### src/rtl/pio_pkg.sv
// Purpose: Constants for the port over-current and high-voltage input block
// Assumes: APB with 32-bit data, one register per aligned word
// Notes: Offsets are byte addresses
package pio_pkg;
   localparam int DATA_W = 32;
   localparam int ADDR_W = 8;
   localparam int REG_W = 8;
   localparam int HV_W = 2;
   localparam logic [ADDR_W-1:0] OFF_OC_ENABLE = 8'h00;
   localparam logic [ADDR_W-1:0] OFF_OC_IRQ_EN = 8'h04;
   localparam logic [ADDR_W-1:0] OFF_OC_FLAGS = 8'h08;
   localparam logic [ADDR_W-1:0] OFF_HV_INPUT = 8'h0c;
   localparam logic [ADDR_W-1:0] OFF_HV_PULL = 8'h10;
   // Protected channel bits: pins 6, 5, 4, 0 and the switched supply at 2
   localparam logic [REG_W-1:0] OC_IMPL_MASK = 8'h75;
   localparam int OC_SUPPLY_BIT = 2;
   localparam logic [REG_W-1:0] OC_RESET = 8'h00;
   localparam logic [HV_W-1:0] HV_PULL_RESET = 2'h0;
   localparam logic [DATA_W-1:0] READ_ZERO = 32'h0000_0000;
endpackage

### src/rtl/pio_port_unit.sv
// Purpose: Over-current enables, flags and interrupt; high-voltage input port registers
// Assumes: APB slave, single clock, detectors and analog path outside
// Notes: Zero-wait-state slave, pready always high
//
// Function
// (RQ1) Reserved addresses read all zeros and ignore writes.
// (RQ2) Detect enable register bits 6,5,4,2,0 switch each channel's detector.
// (RQ3) Bit 2 of enable, irq enable and flags serves the switched supply.
// (RQ4) Interrupt enable register uses the same bit positions.
// (RQ5) Disabled interrupt masks the flag, which is still recorded.
// (RQ6) Detector report sets the matching flag until software clears it.
// (RQ7) Writing one clears a flag; writing zero leaves it.
// (RQ8) Interrupt requested while any flag and its enable are both set.
// (RQ9) High-voltage input register is read-only.
// (RQ10) Input bit returns pin state when digital enabled and ADC link off.
// (RQ11) Otherwise input bit reads one, apart from test override.
// (RQ12) Pull select picks analog-mode pull device for open input detection.
// (RQ13) Pull select zero keeps the divider pulldown active.
// (RQ14) Pullup applies only with select one, test enable one, not stop.
// (RQ15) Unimplemented register bits read zero.
`timescale 1ns/1ps
module pio_port_unit (
   // Clock and reset
   input wire logic i_ref_clk,
   input wire logic i_sys_rst,
   // APB slave
   input wire logic i_psel,
   input wire logic i_penable,
   input wire logic i_pwrite,
   input wire logic [pio_pkg::ADDR_W-1:0] i_paddr,
   input wire logic [pio_pkg::DATA_W-1:0] i_pwdata,
   output logic [pio_pkg::DATA_W-1:0] o_prdata,
   output logic o_pready,
   output logic o_pslverr,
   // Over-current detectors
   input wire logic [pio_pkg::REG_W-1:0] i_oc_detect,
   output logic [pio_pkg::REG_W-1:0] o_oc_detector_on,
   output logic o_oc_irq,
   // High-voltage input pins and qualifiers
   input wire logic [pio_pkg::HV_W-1:0] i_hv_pin_sync,
   input wire logic [pio_pkg::HV_W-1:0] i_hv_digital_input_enable,
   input wire logic [pio_pkg::HV_W-1:0] i_hv_adc_link_enable,
   input wire logic [pio_pkg::HV_W-1:0] i_hv_test_enable,
   input wire logic i_stop_mode,
   output logic [pio_pkg::HV_W-1:0] o_hv_pullup_on
);
   import pio_pkg::*;

   logic [REG_W-1:0] det_en_q;
   logic [REG_W-1:0] irq_en_q;
   logic [REG_W-1:0] flags_q;
   logic [HV_W-1:0] pull_q;
   logic [HV_W-1:0] hv_read;
   logic [DATA_W-1:0] rdata_d;
   logic [DATA_W-1:0] prdata_q;
   logic wr_acc;
   logic rd_acc;
   logic [REG_W-1:0] clr_mask;
   logic irq_q;
   logic hit_flags;
   logic hit_any;

   assign wr_acc = i_psel && i_penable && i_pwrite;
   assign rd_acc = i_psel && !i_penable && !i_pwrite;
   // Address hits, used by the flag checks and the checks on reserved locations
   assign hit_flags = (i_paddr == OFF_OC_FLAGS);
   assign hit_any = (i_paddr == OFF_OC_ENABLE) || (i_paddr == OFF_OC_IRQ_EN) || hit_flags
      || (i_paddr == OFF_HV_INPUT) || (i_paddr == OFF_HV_PULL);
   // Zero wait states keep the master simple
   assign o_pready = 1'b1;
   assign o_pslverr = 1'b0;
   assign o_prdata = prdata_q;

   // Detector enables
   always_ff @(posedge i_ref_clk) begin
      if (i_sys_rst) begin
         det_en_q <= OC_RESET;
      end else if (wr_acc && i_paddr == OFF_OC_ENABLE) begin
         det_en_q <= i_pwdata[REG_W-1:0] & OC_IMPL_MASK; // RQ2 RQ3 RQ15
      end
   end
   assign o_oc_detector_on = det_en_q; // RQ2

   // Interrupt enables
   always_ff @(posedge i_ref_clk) begin
      if (i_sys_rst) begin
         irq_en_q <= OC_RESET;
      end else if (wr_acc && i_paddr == OFF_OC_IRQ_EN) begin
         irq_en_q <= i_pwdata[REG_W-1:0] & OC_IMPL_MASK; // RQ4 RQ3
      end
   end

   // Event flags: a detection in the clearing cycle wins over the clear
   assign clr_mask = (wr_acc && i_paddr == OFF_OC_FLAGS) ? i_pwdata[REG_W-1:0] : OC_RESET;
   always_ff @(posedge i_ref_clk) begin
      if (i_sys_rst) begin
         flags_q <= OC_RESET;
      end else begin
         flags_q <= ((flags_q & ~clr_mask) | i_oc_detect) & OC_IMPL_MASK; // RQ6 RQ7 RQ3
      end
   end

   // Interrupt level; masked flags remain recorded
   always_ff @(posedge i_ref_clk) begin
      if (i_sys_rst) begin
         irq_q <= 1'b0;
      end else begin
         irq_q <= |(flags_q & irq_en_q); // RQ5 RQ8
      end
   end
   assign o_oc_irq = irq_q;

   // Pull select
   always_ff @(posedge i_ref_clk) begin
      if (i_sys_rst) begin
         pull_q <= HV_PULL_RESET;
      end else if (wr_acc && i_paddr == OFF_HV_PULL) begin
         pull_q <= i_pwdata[HV_W-1:0]; // RQ12
      end
   end

   genvar g;
   generate
      for (g = 0; g < HV_W; g++) begin : g_hv
         pio_hv_input u_hv (
            .i_pin_sync(i_hv_pin_sync[g]),
            .i_dig_en(i_hv_digital_input_enable[g]),
            .i_adc_en(i_hv_adc_link_enable[g]),
            .i_test_en(i_hv_test_enable[g]),
            .i_pull_sel(pull_q[g]),
            .i_stop_mode(i_stop_mode),
            .o_read_bit(hv_read[g]),
            .o_pullup_on(o_hv_pullup_on[g]) // RQ14
         );
      end
   endgenerate

   // Read decode; input register has no write path
   always_comb begin
      rdata_d = READ_ZERO;
      case (i_paddr)
         OFF_OC_ENABLE: rdata_d[REG_W-1:0] = det_en_q;
         OFF_OC_IRQ_EN: rdata_d[REG_W-1:0] = irq_en_q;
         OFF_OC_FLAGS: rdata_d[REG_W-1:0] = flags_q;
         OFF_HV_INPUT: rdata_d[HV_W-1:0] = hv_read; // RQ9 RQ15
         OFF_HV_PULL: rdata_d[HV_W-1:0] = pull_q;
         default: rdata_d = READ_ZERO; // RQ1
      endcase
   end

   // Read data captured in the setup cycle, valid through access
   always_ff @(posedge i_ref_clk) begin
      if (i_sys_rst) begin
         prdata_q <= READ_ZERO;
      end else if (rd_acc) begin
         prdata_q <= rdata_d;
      end
   end

   // Assertions
   flag_sticky_a: assert property (@(posedge i_ref_clk) disable iff (i_sys_rst) // RQ6
      (flags_q != OC_RESET && !(wr_acc && hit_flags)) |=> ((flags_q & $past(flags_q)) == $past(flags_q)))
      else $error("Flag lost without a clear");
   flag_set_a: assert property (@(posedge i_ref_clk) disable iff (i_sys_rst) // RQ6
      (i_oc_detect[0]) |=> flags_q[0])
      else $error("Detection not recorded");
   flag_clear_a: assert property (@(posedge i_ref_clk) disable iff (i_sys_rst) // RQ7
      (wr_acc && i_paddr == OFF_OC_FLAGS && i_pwdata[4] && !i_oc_detect[4]) |=> !flags_q[4])
      else $error("Write one did not clear flag");
   irq_level_a: assert property (@(posedge i_ref_clk) disable iff (i_sys_rst) // RQ8
      ##1 (o_oc_irq == |($past(flags_q) & $past(irq_en_q))))
      else $error("Interrupt level mismatch");
   mask_hold_a: assert property (@(posedge i_ref_clk) disable iff (i_sys_rst) // RQ5
      (irq_en_q == OC_RESET) [*2] |-> !o_oc_irq)
      else $error("Masked flag raised interrupt");
   enable_write_a: assert property (@(posedge i_ref_clk) disable iff (i_sys_rst) // RQ2
      (wr_acc && i_paddr == OFF_OC_ENABLE) |=> (det_en_q == ($past(i_pwdata[REG_W-1:0]) & OC_IMPL_MASK)))
      else $error("Enable write wrong");
   unimpl_zero_a: assert property (@(posedge i_ref_clk) disable iff (i_sys_rst) // RQ15
      ((flags_q | det_en_q | irq_en_q) & ~OC_IMPL_MASK) == OC_RESET)
      else $error("Unimplemented bit set");
   reserved_read_a: assert property (@(posedge i_ref_clk) disable iff (i_sys_rst) // RQ1
      (rd_acc && !hit_any) |=> (o_prdata == READ_ZERO))
      else $error("Reserved read not zero");
   hv_default_a: assert property (@(posedge i_ref_clk) disable iff (i_sys_rst) // RQ11
      (!i_hv_digital_input_enable[0]) |-> hv_read[0])
      else $error("Input bit not one");
   pullup_a: assert property (@(posedge i_ref_clk) disable iff (i_sys_rst) // RQ14
      (o_hv_pullup_on[1]) |-> (pull_q[1] && i_hv_test_enable[1] && !i_stop_mode))
      else $error("Pullup without conditions");

   // Register writes, supply flag set, read-only and reserved locations
   irq_en_write_a: assert property (@(posedge i_ref_clk) disable iff (i_sys_rst) // RQ4
      (wr_acc && i_paddr == OFF_OC_IRQ_EN) |=> (irq_en_q == ($past(i_pwdata[REG_W-1:0]) & OC_IMPL_MASK)))
      else $error("Interrupt enable write wrong");
   pull_write_a: assert property (@(posedge i_ref_clk) disable iff (i_sys_rst) // RQ12
      (wr_acc && i_paddr == OFF_HV_PULL) |=> (pull_q == $past(i_pwdata[HV_W-1:0])))
      else $error("Pull select write wrong");
   supply_flag_a: assert property (@(posedge i_ref_clk) disable iff (i_sys_rst) // RQ3
      i_oc_detect[OC_SUPPLY_BIT] |=> flags_q[OC_SUPPLY_BIT])
      else $error("Supply detection not recorded");
   zero_write_a: assert property (@(posedge i_ref_clk) disable iff (i_sys_rst) // RQ7
      (wr_acc && hit_flags && i_pwdata[REG_W-1:0] == OC_RESET) |=> ((flags_q & $past(flags_q)) == $past(flags_q)))
      else $error("Zero write changed a flag");
   hv_readonly_a: assert property (@(posedge i_ref_clk) disable iff (i_sys_rst) // RQ9
      (wr_acc && i_paddr == OFF_HV_INPUT) |=> ($stable(det_en_q) && $stable(irq_en_q) && $stable(pull_q)))
      else $error("Input register write had an effect");
   reserved_write_a: assert property (@(posedge i_ref_clk) disable iff (i_sys_rst) // RQ1
      (wr_acc && !hit_any) |=> ($stable(det_en_q) && $stable(irq_en_q) && $stable(pull_q)
         && ((flags_q & $past(flags_q)) == $past(flags_q))))
      else $error("Reserved write had an effect");
   read_capture_a: assert property (@(posedge i_ref_clk) disable iff (i_sys_rst)
      rd_acc |=> (o_prdata == $past(rdata_d)))
      else $error("Read data not captured");
   // Reset is synchronous, so state is checked one edge later
   reset_state_a: assert property (@(posedge i_ref_clk)
      i_sys_rst |=> (det_en_q == OC_RESET && irq_en_q == OC_RESET && flags_q == OC_RESET
         && pull_q == HV_PULL_RESET && !o_oc_irq && o_prdata == READ_ZERO))
      else $error("State not cleared by reset");

   // Per-channel checks; unimplemented positions must stay zero
   genvar c;
   generate
      for (c = 0; c < REG_W; c++) begin : g_oc_chk
         if (OC_IMPL_MASK[c]) begin : g_impl
            chan_set_a: assert property (@(posedge i_ref_clk) disable iff (i_sys_rst) // RQ6
               i_oc_detect[c] |=> flags_q[c])
               else $error("Channel detection not recorded");
            chan_clear_a: assert property (@(posedge i_ref_clk) disable iff (i_sys_rst) // RQ7
               (wr_acc && hit_flags && i_pwdata[c] && !i_oc_detect[c]) |=> !flags_q[c])
               else $error("Channel flag not cleared");
            chan_irq_a: assert property (@(posedge i_ref_clk) disable iff (i_sys_rst) // RQ8
               (flags_q[c] && irq_en_q[c]) |=> o_oc_irq)
               else $error("Enabled flag gave no interrupt");
            chan_keep_a: assert property (@(posedge i_ref_clk) disable iff (i_sys_rst) // RQ5
               (flags_q[c] && !irq_en_q[c] && !(wr_acc && hit_flags && i_pwdata[c])) |=> flags_q[c])
               else $error("Masked flag not kept");
         end else begin : g_unimpl
            chan_zero_a: assert property (@(posedge i_ref_clk) disable iff (i_sys_rst) // RQ15
               (!flags_q[c] && !det_en_q[c] && !irq_en_q[c]))
               else $error("Unimplemented channel bit set");
         end
      end
   endgenerate

   // Per-pin checks of the high-voltage input path
   genvar h;
   generate
      for (h = 0; h < HV_W; h++) begin : g_hv_chk
         hv_digital_a: assert property (@(posedge i_ref_clk) disable iff (i_sys_rst) // RQ10
            (i_hv_digital_input_enable[h] && !i_hv_adc_link_enable[h])
               |-> (hv_read[h] == i_hv_pin_sync[h]))
            else $error("Digital input not passed");
         hv_analog_a: assert property (@(posedge i_ref_clk) disable iff (i_sys_rst) // RQ11
            (!i_hv_digital_input_enable[h] || (i_hv_adc_link_enable[h] && !i_hv_test_enable[h]))
               |-> hv_read[h])
            else $error("Input bit not one");
         hv_override_a: assert property (@(posedge i_ref_clk) disable iff (i_sys_rst) // RQ11
            (i_hv_digital_input_enable[h] && i_hv_test_enable[h]) |-> (hv_read[h] == i_hv_pin_sync[h]))
            else $error("Test override not applied");
         pulldown_keep_a: assert property (@(posedge i_ref_clk) disable iff (i_sys_rst) // RQ13
            !pull_q[h] |-> !o_hv_pullup_on[h])
            else $error("Pullup with select zero");
         pullup_on_a: assert property (@(posedge i_ref_clk) disable iff (i_sys_rst) // RQ14
            (pull_q[h] && i_hv_test_enable[h] && !i_stop_mode) |-> o_hv_pullup_on[h])
            else $error("Pullup missing");
      end
   endgenerate

   irq_seen_c: cover property (@(posedge i_ref_clk) disable iff (i_sys_rst) $rose(o_oc_irq));
   supply_flag_c: cover property (@(posedge i_ref_clk) disable iff (i_sys_rst) $rose(flags_q[OC_SUPPLY_BIT]));
   clear_c: cover property (@(posedge i_ref_clk) disable iff (i_sys_rst) $fell(flags_q[0]));
   pullup_c: cover property (@(posedge i_ref_clk) disable iff (i_sys_rst) o_hv_pullup_on[0]);
   set_wins_c: cover property (@(posedge i_ref_clk) disable iff (i_sys_rst)
      wr_acc && hit_flags && ((i_pwdata[REG_W-1:0] & i_oc_detect) != OC_RESET));
endmodule

### src/rtl/pio_hv_input.sv
// Purpose: Read value and pull steering of one high-voltage input pin
// Assumes: Pin state already synchronised
// Notes: Pure combinational slice
`timescale 1ns/1ps
module pio_hv_input (
   // Pin and configuration
   input wire logic i_pin_sync,
   input wire logic i_dig_en,
   input wire logic i_adc_en,
   input wire logic i_test_en,
   input wire logic i_pull_sel,
   input wire logic i_stop_mode,
   // Results
   output logic o_read_bit,
   output logic o_pullup_on
);
   // Test enable keeps the buffer on with the ADC link on, provided digital input is enabled
   always_comb begin
      if ((i_dig_en && !i_adc_en) || (i_dig_en && i_test_en)) begin
         o_read_bit = i_pin_sync; // RQ10
      end else begin
         o_read_bit = 1'b1; // RQ11
      end
   end
   // Pulldown of the divider stays unless all three conditions hold
   assign o_pullup_on = i_pull_sel && i_test_en && !i_stop_mode; // RQ13 RQ14
endmodule

### config.mk
export PLATFORM = sky130hd
export DESIGN_NAME = pio_port_unit
export DESIGN_NICKNAME = d
export VERILOG_FILES = /design/src/rtl/pio_pkg.sv /design/src/rtl/pio_port_unit.sv /design/src/rtl/pio_hv_input.sv
export SDC_FILE = /design/constraint.sdc
export NUM_CORES = 1
export LEC_CHECK = 0
export BUFFER_PORTS_ARGS = -buffer_cell sky130_fd_sc_hd__buf_2
export CAP_MARGIN = 20
export CORE_ASPECT_RATIO = 0.75
export CORE_MARGIN = 3
export CORE_UTILIZATION = 36
export DETAILED_ROUTE_END_ITERATION = 12
export PLACE_DENSITY = 0.77
export SYNTH_ARGS = -nofsm -noshare
export SYNTH_HDL_FRONTEND = slang
export SYNTH_SLANG_ARGS = --single-unit
### constraint.sdc
create_clock -name i_ref_clk -period 1.2 [get_ports i_ref_clk]
set_clock_uncertainty 0.1 [all_clocks]
set_input_delay 0 -clock i_ref_clk [delete_from_list [all_inputs] [get_ports i_ref_clk]]
set_output_delay 0 -clock i_ref_clk [all_outputs]
set_load 0.05 [all_outputs]
After elaboration in Yosys (flattened, before gate mapping)
Cells that the tools add are included.
Cells by class
  equal/unequal tests: 4
  bitwise operators: 4
  muxes and demuxes: 5
  reductions and logical operators: 25
Operators by type and width (count)
  $eq 8x4->1 const B: 2
  $logic_and 1x1->1: 16
  $pmux 5 s3: 1
  $and 7x7->7: 2
  $pmux 2 s5: 1
  $eq 8x3->1 const B: 1
  $eq 8x5->1 const B: 1
  $logic_not 8->1: 1
  $reduce_or 8->1: 1
  $mux 7: 1
  $not 7->7: 1
  $or 7x7->7: 1
  $logic_not 1->1: 5
  $logic_or 1x1->1: 2
  $mux 1: 2
Word-level totals
  bits of input ports: 62
  register bits: 26
  output and inout bits: 45

Depth between registers and ports, before layout
Gate-level depths: netlist of the first run.
  depth in word-level cells: 7
  gate-level depth with buffers: 5
  gate-level depth less buffers: 4

Modules after synthesis
A second synthesis of the first run with hierarchy kept.
Second synthesis, totals
  cell total of the unflattened synthesis: 161
  area total of the unflattened synthesis: 1380.1 µm²
By module, submodules not included
  pio_port_unit: area each 1337.5 µm², times used 1, cells each 153, seq. area each 480.5 µm²
  pio_hv_input: area each 21.3 µm², times used 2, cells each 4, seq. area each 0.0 µm²

Worst setup path after synthesis of the first run
Ideal clock, no wire load.
  path type: reg-to-reg
  start point: register det_en_q[0] (netlist: o_oc_detector_on[0])
  end point: register prdata_q[0] (netlist: o_prdata[0])
  library setup time: 91 ps
  path buffers: 0
  stages on the path, launching flop included: 4
  data required time: 1009 ps
  period minus slack after synthesis: 1352 ps
  slack: -152 ps
  arrival time: 1161 ps
  path through: dfxtp_1 > mux2_2 > nand3_1 > a311oi_1
Between the ends
  longest elaborated chain between the ends: 1
RTL lines
  from (decl): RTL line pio_port_unit.sv:49  | logic [REG_W-1:0] det_en_q;
  from (signal assigned): RTL line pio_port_unit.sv:79  | det_en_q <= i_pwdata[REG_W-1:0] & OC_IMPL_MASK;
  $pmux 2 s5: RTL line pio_port_unit.sv:141  | case (i_paddr)
  to (signal assigned): RTL line pio_port_unit.sv:156  | prdata_q <= rdata_d;
  to (decl): RTL line pio_port_unit.sv:55  | logic [DATA_W-1:0] prdata_q;
No other way between the ends.
A chain may end at the register's enable or synchronous reset.

Final worst setup path of the first run
  start point: register pull_q[1]
  end point: output port o_hv_pullup_on[1] in the netlist's numbering
Between the ends
  longest elaborated chain between the ends: 2
RTL lines
  from (decl): RTL line pio_port_unit.sv:52  | logic [HV_W-1:0] pull_q;
  from (signal assigned): RTL line pio_port_unit.sv:118  | pull_q <= i_pwdata[HV_W-1:0];
  $logic_and 1x1->1 (2 in a row): RTL line pio_hv_input.sv:26  | assign o_pullup_on = i_pull_sel && i_test_en && !i_stop_mode;
  to (decl): RTL line pio_port_unit.sv:45  | output logic [pio_pkg::HV_W-1:0] o_hv_pullup_on
No other way between the ends.

==> results of run 1 <==
## cell type report
| class | instances | area [sq um] |
|---|---|---|
| Fill cell | 341 | 1700 |
| Multi-Input combinational cell | 124 | 735.7 |
| Sequential cell | 24 | 481.7 |
| Timing Repair Buffer | 66 | 412.9 |
| Tap cell | 50 | 62.56 |
| Clock buffer | 3 | 41.29 |
| Clock inverter | 1 | 30.03 |
| Inverter | 7 | 26.28 |
## cell families after synthesis
| family | count (synthesis) | share of synthesized area |
|---|---|---|
| AOI/OAI and AO/OA | 23 | 0.1127 |
| DFF | 24 | 0.3463 |
| muxes | 17 | 0.1235 |
| other | 2 | 0.005412 |
| and+or+nand+nor | 53 | 0.2020 |
| buffers and inverters | 44 | 0.2101 |
## worst min-delay path by stage
stage,end,startpoint,slack (ns),cells after the start
after CTS,o_prdata[0],i_hv_digital_input_enable[0],0.02,4
after global routing,o_prdata[0],i_hv_digital_input_enable[0],0.07,4
after floorplan,flags_q[0],i_pwdata[0],0.009,1
final,o_prdata[0],i_hv_digital_input_enable[0],0.02,4
after detailed placement,flags_q[2],i_pwdata[2],0.14,2
after global placement,flags_q[2],i_pwdata[2],0.13,2
## power by group
part	switching [mW]	internal [mW]	leakage (nW)
Combinational	0.310	0.109	0.698
Clock	0.260	0.446	0.0357
Sequential	0.0113	0.809	0.196
Total	0.581	1.36	0.929
## registers in the layout (all words and copies together) (netlist names)
register,count
flags_q,5
o_oc_detector_on,5
irq_en_q,5
o_oc_irq,1
o_prdata,6
pull_q,2
## cells in the mapped netlist
cell type / count / area share
a21oi_1: 6 / 0.022
a222oi_1: 1 / 0.0072
nand2_1: 7 / 0.019
mux2i_1: 16 / 0.12
dfxtp_1: 24 / 0.35
nor2_1: 28 / 0.076
o21ai_0: 4 / 0.014
inv_1: 7 / 0.019
clkbuf_1: 2 / 0.0054
a311oi_1: 7 / 0.044
o21ai_1: 1 / 0.0036
and4b_2: 1 / 0.0081
conb_1: 2 / 0.0054
mux2_2: 1 / 0.0081
a31oi_1: 1 / 0.0045
buf_4: 33 / 0.18
or4_4: 1 / 0.0081
and3_1: 3 / 0.014
nor3b_1: 2 / 0.011
nand3_1: 1 / 0.0036
nand4_2: 2 / 0.018
buf_2: 2 / 0.0072
nor2b_1: 2 / 0.0090
nand2b_1: 3 / 0.014
a22oi_1: 1 / 0.0054
o211ai_1: 1 / 0.0054
nand4b_1: 1 / 0.0063
nor4_1: 1 / 0.0045
a22o_1: 1 / 0.0063
nor3_4: 1 / 0.012
## tightest hold or removal path, delay by kind of cell
| family | cells | cell delay, ns |
|---|---|---|
| AO/OA/AOI/OAI | 3 | 0.28 |
| buffers and inverters | 1 | 0.08 |
## per-stage QoR
stage                     area, sq um  cells
after detailed placement         1597    259
final                            1790    275
after global placement           1597    259
after global routing             1790    275
after CTS                        1788    275
after floorplan                  1509    192
## what timing repair did
| action | 4_1_cts | 5_1_grt |
|---|---|---|
| hold buffers | 12 | 0 |
| setup endpoints to repair | 0 | 3 |
| endpoints found under the hold margin | 19 | 0 |
| gates resized for setup | 0 | 3 |
## per-layer routing
| layer | part of all wire | global-route usage | vias up |
|---|---|---|---|
| li1 | - | - | 624 |
| met1 | 0.45 | 0.1784 | 518 |
| met2 | 0.45 | 0.2146 | 47 |
| met3 | 0.083 | 0.04970 | 7 |
| met4 | 0.019 | 0.05838 | 0 |
| met5 | 0 | 0 | - |
==> flow_metrics.py, run 1 <==
metrics = {
    "floorplanning": {
        "core_sq_um": 3491,
        "io_pins": 107,
        "die_area_sq_um": 4643,
        "die_w_microns": 77.69,
        "num_rows": 18,
        "start_util": 0.3975,
        "fp.dieH_microns": 59.77,
    },
    "logic_synthesis": {
        "synth_warnings": 0,
        "synthCells": 163,
        "syn_area_sq_um": 1388,
        "avgSynthCellArea_sq_um": 8.513,
        "ys_seq_area_frac": 0.3463,
        "yosys_register_bits": 24,
        "ys_types": 30,
    },
    "detailed_routing": {
        "route.vias.total": 1196,
        "drt_wl_total_mm": 3.160,
        "drt_iter0_drc": 39,
        "drcViolationCount": 0,
        "vias_per_cell": 4.349,
        "antenna_left": 0,
        "first_pass_iters": 6,
        "wl_per_cell_microns": 11.49,
    },
    "critical_path": {
        "reg2reg_depth": 2,
        "endpoint": "o_hv_pullup_on[1]",
        "cp_data_required_time_ns": 1.10,
        "worstSetupEndpointType": "output port",
        "cp_top_family": "flip-flops",
        "path_depth": 3,
        "crit_type": "flip-flop to output port",
        "reg2reg_to": "o_oc_irq",
        "critPathMaxStageDelay_ns": 0.36,
        "startpoint": "pull_q[1]",
        "cp.buffers_inverters": 1,
        "crit_chain": "nand2_1, nor2_1, buf_2",
        "worst_ep_arrival_time_ns": 1.02,
        "reg2reg_slack_ns": 0.15,
        "cp_max_fo": 3,
        "crit_path_start_kind": "flip-flop",
        "slowest_stage": "dfxtp_1",
        "timing.rr.start": "flags_q[5]",
    },
    "clock_tree": {
        "clk_latency_ns": 0.27,
        "root_buffer": "clkbuf_8",
        "postCtsSetupBuffers": 0,
        "path_clk_slew_ns": 0.08,
        "cts_sinks": 24,
        "cts_made_buffers": 3,
        "cts_tree": "built",
        "clockBufferDepth": 2,
        "h-tree-depth": 1,
    },
    "global_route": {
        "grt_first_pass_wirelength_mm": 4.940,
        "overflow": 0,
        "antenna_found_initial": 0,
        "grt_use_total": 0.1395,
        "grt_pass1_vias": 1091,
        "grt_max_degree": 15,
    },
    "final_layout": {
        "layout_commonest_cell": "buf_2",
        "nNetsFinal": 288,
        "final_core_util": 0.5129,
        "area_growth_pct": 29.04,
        "layout_common_cells": "buf_2, conb_1, nor2_1, dfxtp_1, mux2i_1",
        "drive_gt1_frac": 0.2978,
        "diodes": 0,
    },
    "timing": {
        "setup_viol": 0,
        "max_freq_mhz": 894.2,
        "hold_violations": 0,
        "rsz0062_at_grt": "no",
        "tns_ns": 0,
        "fin_crit_sh": 0.9319,
        "period_needed_ns": 1.118,
        "maxSlewViolCount": 0,
        "worst_slack_ns": 0.08169,
        "hold_ws_ns": 0.02365,
    },
    "run_status": {
        "status": "complete, no violations",
    },
    "run": {
        "maxCapViolations": 0,
    },
    "placed_design": {
        "place_congestion": 0.8837,
        "hpwl_mm": 2.558,
        "port_buffers": 46,
        "pre_cts_ws_ns": -0.1979,
    },
    "power_and_ir_drop": {
        "ir_worst_vdd_mv": 0.5229,
        "p_leak_nw": 0.9290,
        "power_mw": 1.945,
        "powerDensity_nw_per_um2": 1086,
    },
    "hold_path": {
        "worstHoldPathType": "primary input to flip-flop",
    },
}
Power figures use the tool's default switching activity.
==> run 2: changes to the inputs <==
Settings changed: SETUP_SLACK_MARGIN set to 0.4.
==> flow_metrics.py, run 2 (synthesis results as in run 1) <==
metrics = {
    "critical_path": {
        "cp_max_fo": 5,
        "timing.rr.start": "pull_q[1]",
        "slowest_stage": "or4_4",
        "worst_ep_arrival_time_ns": 1.16,
        "reg2reg_depth": 4,
        "reg2reg_slack_ns": 0.15,
        "cp_data_required_time_ns": 1.25,
        "cp_top_family": "simple AND/OR/NAND/NOR gates",
        "crit_chain": "buf_8, or4_4, nor3_4, and3_4, a311oi_2",
        "crit_path_start_kind": "primary input",
        "cp.buffers_inverters": 1,
        "critPathMaxStageDelay_ns": 0.54,
        "reg2reg_to": "o_prdata[1]",
        "worstSetupEndpointType": "flip-flop",
        "crit_type": "primary input to flip-flop",
    },
    "clock_tree": {
        "path_clk_slew_ns": 0.09,
        "clockBufferDepth": 2,
        "cts_tree": "built",
        "cts_made_buffers": 3,
        "cts_hold_buf": 5,
        "root_buffer": "clkbuf_8",
        "h-tree-depth": 1,
        "clk_latency_ns": 0.27,
        "cts_sinks": 24,
    },
    "power_and_ir_drop": {
        "p_comb_frac": 0.224,
        "power_frac_clock": 0.358,
        "p_leak_nw": 0.9903,
        "power_mw": 1.959,
        "swShare": 0.3011,
        "seqPwrFrac": 0.417,
        "ir_worst_vdd_mv": 0.6308,
        "powerDensity_nw_per_um2": 975.6,
        "internal-power_mw": 1.369,
        "power.switching_mw": 0.5900,
    },
    "floorplanning": {
        "die_area_sq_um": 4643,
        "die_w_microns": 77.69,
        "fp.dieH_microns": 59.77,
        "io_pins": 107,
        "start_util": 0.3975,
        "core_sq_um": 3491,
        "num_rows": 18,
    },
    "run_status": {
        "status": "complete, but fails checks",
        "violations": "negative hold slack",
    },
    "timing": {
        "tns_ns": 0,
        "maxSlewViolCount": 0,
        "fin_crit_sh": 0.9284,
        "hold_ws_ns": -0.1104,
        "period_needed_ns": 1.114,
        "max_freq_mhz": 897.6,
        "hold_violations": 11,
        "rsz0062_at_grt": "yes",
        "setup_viol": 0,
        "worst_slack_ns": 0.08589,
    },
    "global_route": {
        "grt_use_met3": 0.03464,
        "met2_usage": 0.2354,
        "antenna_found_initial": 0,
        "grt_max_degree": 21,
        "grt_use_total": 0.1432,
        "grt_first_pass_wirelength_mm": 5.161,
        "grt-busiest-layer": "met2",
        "overflow": 0,
        "grtUsageMet1": 0.1925,
        "grt_pass1_vias": 1070,
    },
    "detailed_routing": {
        "drt_wl_total_mm": 3.546,
        "drt_iter0_drc": 36,
        "wl_per_cell_microns": 12.76,
        "antenna_left": 0,
        "vias_per_cell": 4.504,
        "route.vias.total": 1252,
        "first_pass_iters": 4,
        "drcViolationCount": 0,
    },
    "final_layout": {
        "fillers": 301,
        "final_area_sq_um": 2008,
        "diodes": 0,
        "final_core_util": 0.5753,
        "layout_common_cells": "conb_1, buf_2, nor2_1, dfxtp_2, mux2i_1",
        "drive_gt1_frac": 0.4430,
        "layout_commonest_cell": "conb_1",
        "largest_reg_flops": 6,
        "post_layout_nonfiller_instances": 278,
        "nNetsFinal": 291,
        "area_growth_pct": 44.73,
    },
    "hold_path": {
        "worstHoldPathType": "primary input to flip-flop",
        "hold_path_end": "flags_q[2]",
        "hold-path-cell-count": 3,
        "min_from": "i_oc_detect[2]",
    },
    "placed_design": {
        "place_congestion": 0.8700,
        "dpl_cell_area_sq_um": 1655,
        "hpwl_mm": 2.647,
        "dp.cells": 265,
        "port_buffers": 46,
        "pre_cts_ws_ns": -0.2187,
    },
    "run": {
        "maxCapViolations": 0,
    },
}
run 2: cell count changes in the layout (fill, tap and decap cells not counted), sizes merged:
cell,delta
clkbuf,-1
buf,+11
dlygate4sd3,-7
run 2: worst max path at each step:
stage | from | to | slack, ns | cells past startpoint
2_1_floorplan | i_paddr[7] | flags_q[0] | 0.00005 | 4
3_3_place_gp | i_paddr[7] | flags_q[4] | -0.19 | 5
3_5_place_dp | i_paddr[7] | flags_q[6] | -0.22 | 5
4_1_cts | i_paddr[7] | flags_q[6] | 0.1 | 5
5_1_grt | i_paddr[7] | o_prdata[5] | 0.05 | 5
6_report | i_paddr[7] | flags_q[6] | 0.09 | 5
run 2: metal layers:
layer | up-vias | wire length (microns)
met5 | - | 0
met4 | 0 | 33
met3 | 6 | 183
met2 | 35 | 1742
met1 | 581 | 1586
li1 | 630 | -
run 2: repair_timing:
item | in CTS | in global routing
cloned | 0 | 0
resized for setup | 55 | 12
endpoints found under the setup margin | 38 | 38
endpoints found under the hold margin | 21 | 6
pin swaps | 9 | 11
buffers inserted | 3 | 1
run 2: cell type report:
cell class	count	area [sq um]	share of cell area
Clock buffer	3	41.29	0.02056
Clock inverter	1	30.03	0.01495
Inverter	7	26.28	0.01308
Multi-Input combinational cell	124	770.7	0.3838
Sequential cell	24	509.2	0.2536
Tap cell	50	62.56	0.03115
Timing Repair Buffer	69	568.0	0.2829
run 2: worst register-to-register path: cells and delay by family (launching register included):
| family | cells | cell delay, ns |
|---|---|---|
| simple gates | 1 | 0.13 |
| compound gates | 2 | 0.24 |
| flops | 1 | 0.33 |
| buf+inv | 1 | 0.13 |
run 2: power groups by stage:
stage / Sequential [mW] / Combinational, mW / Clock (mW)
floorplan: 0.842 / 0.361 / 0
global placement: 0.839 / 0.391 / 0
detailed placement: 0.839 / 0.396 / 0
CTS: 0.820 / 0.427 / 0.718
global route: 0.820 / 0.465 / 0.748
finish: 0.817 / 0.440 / 0.702
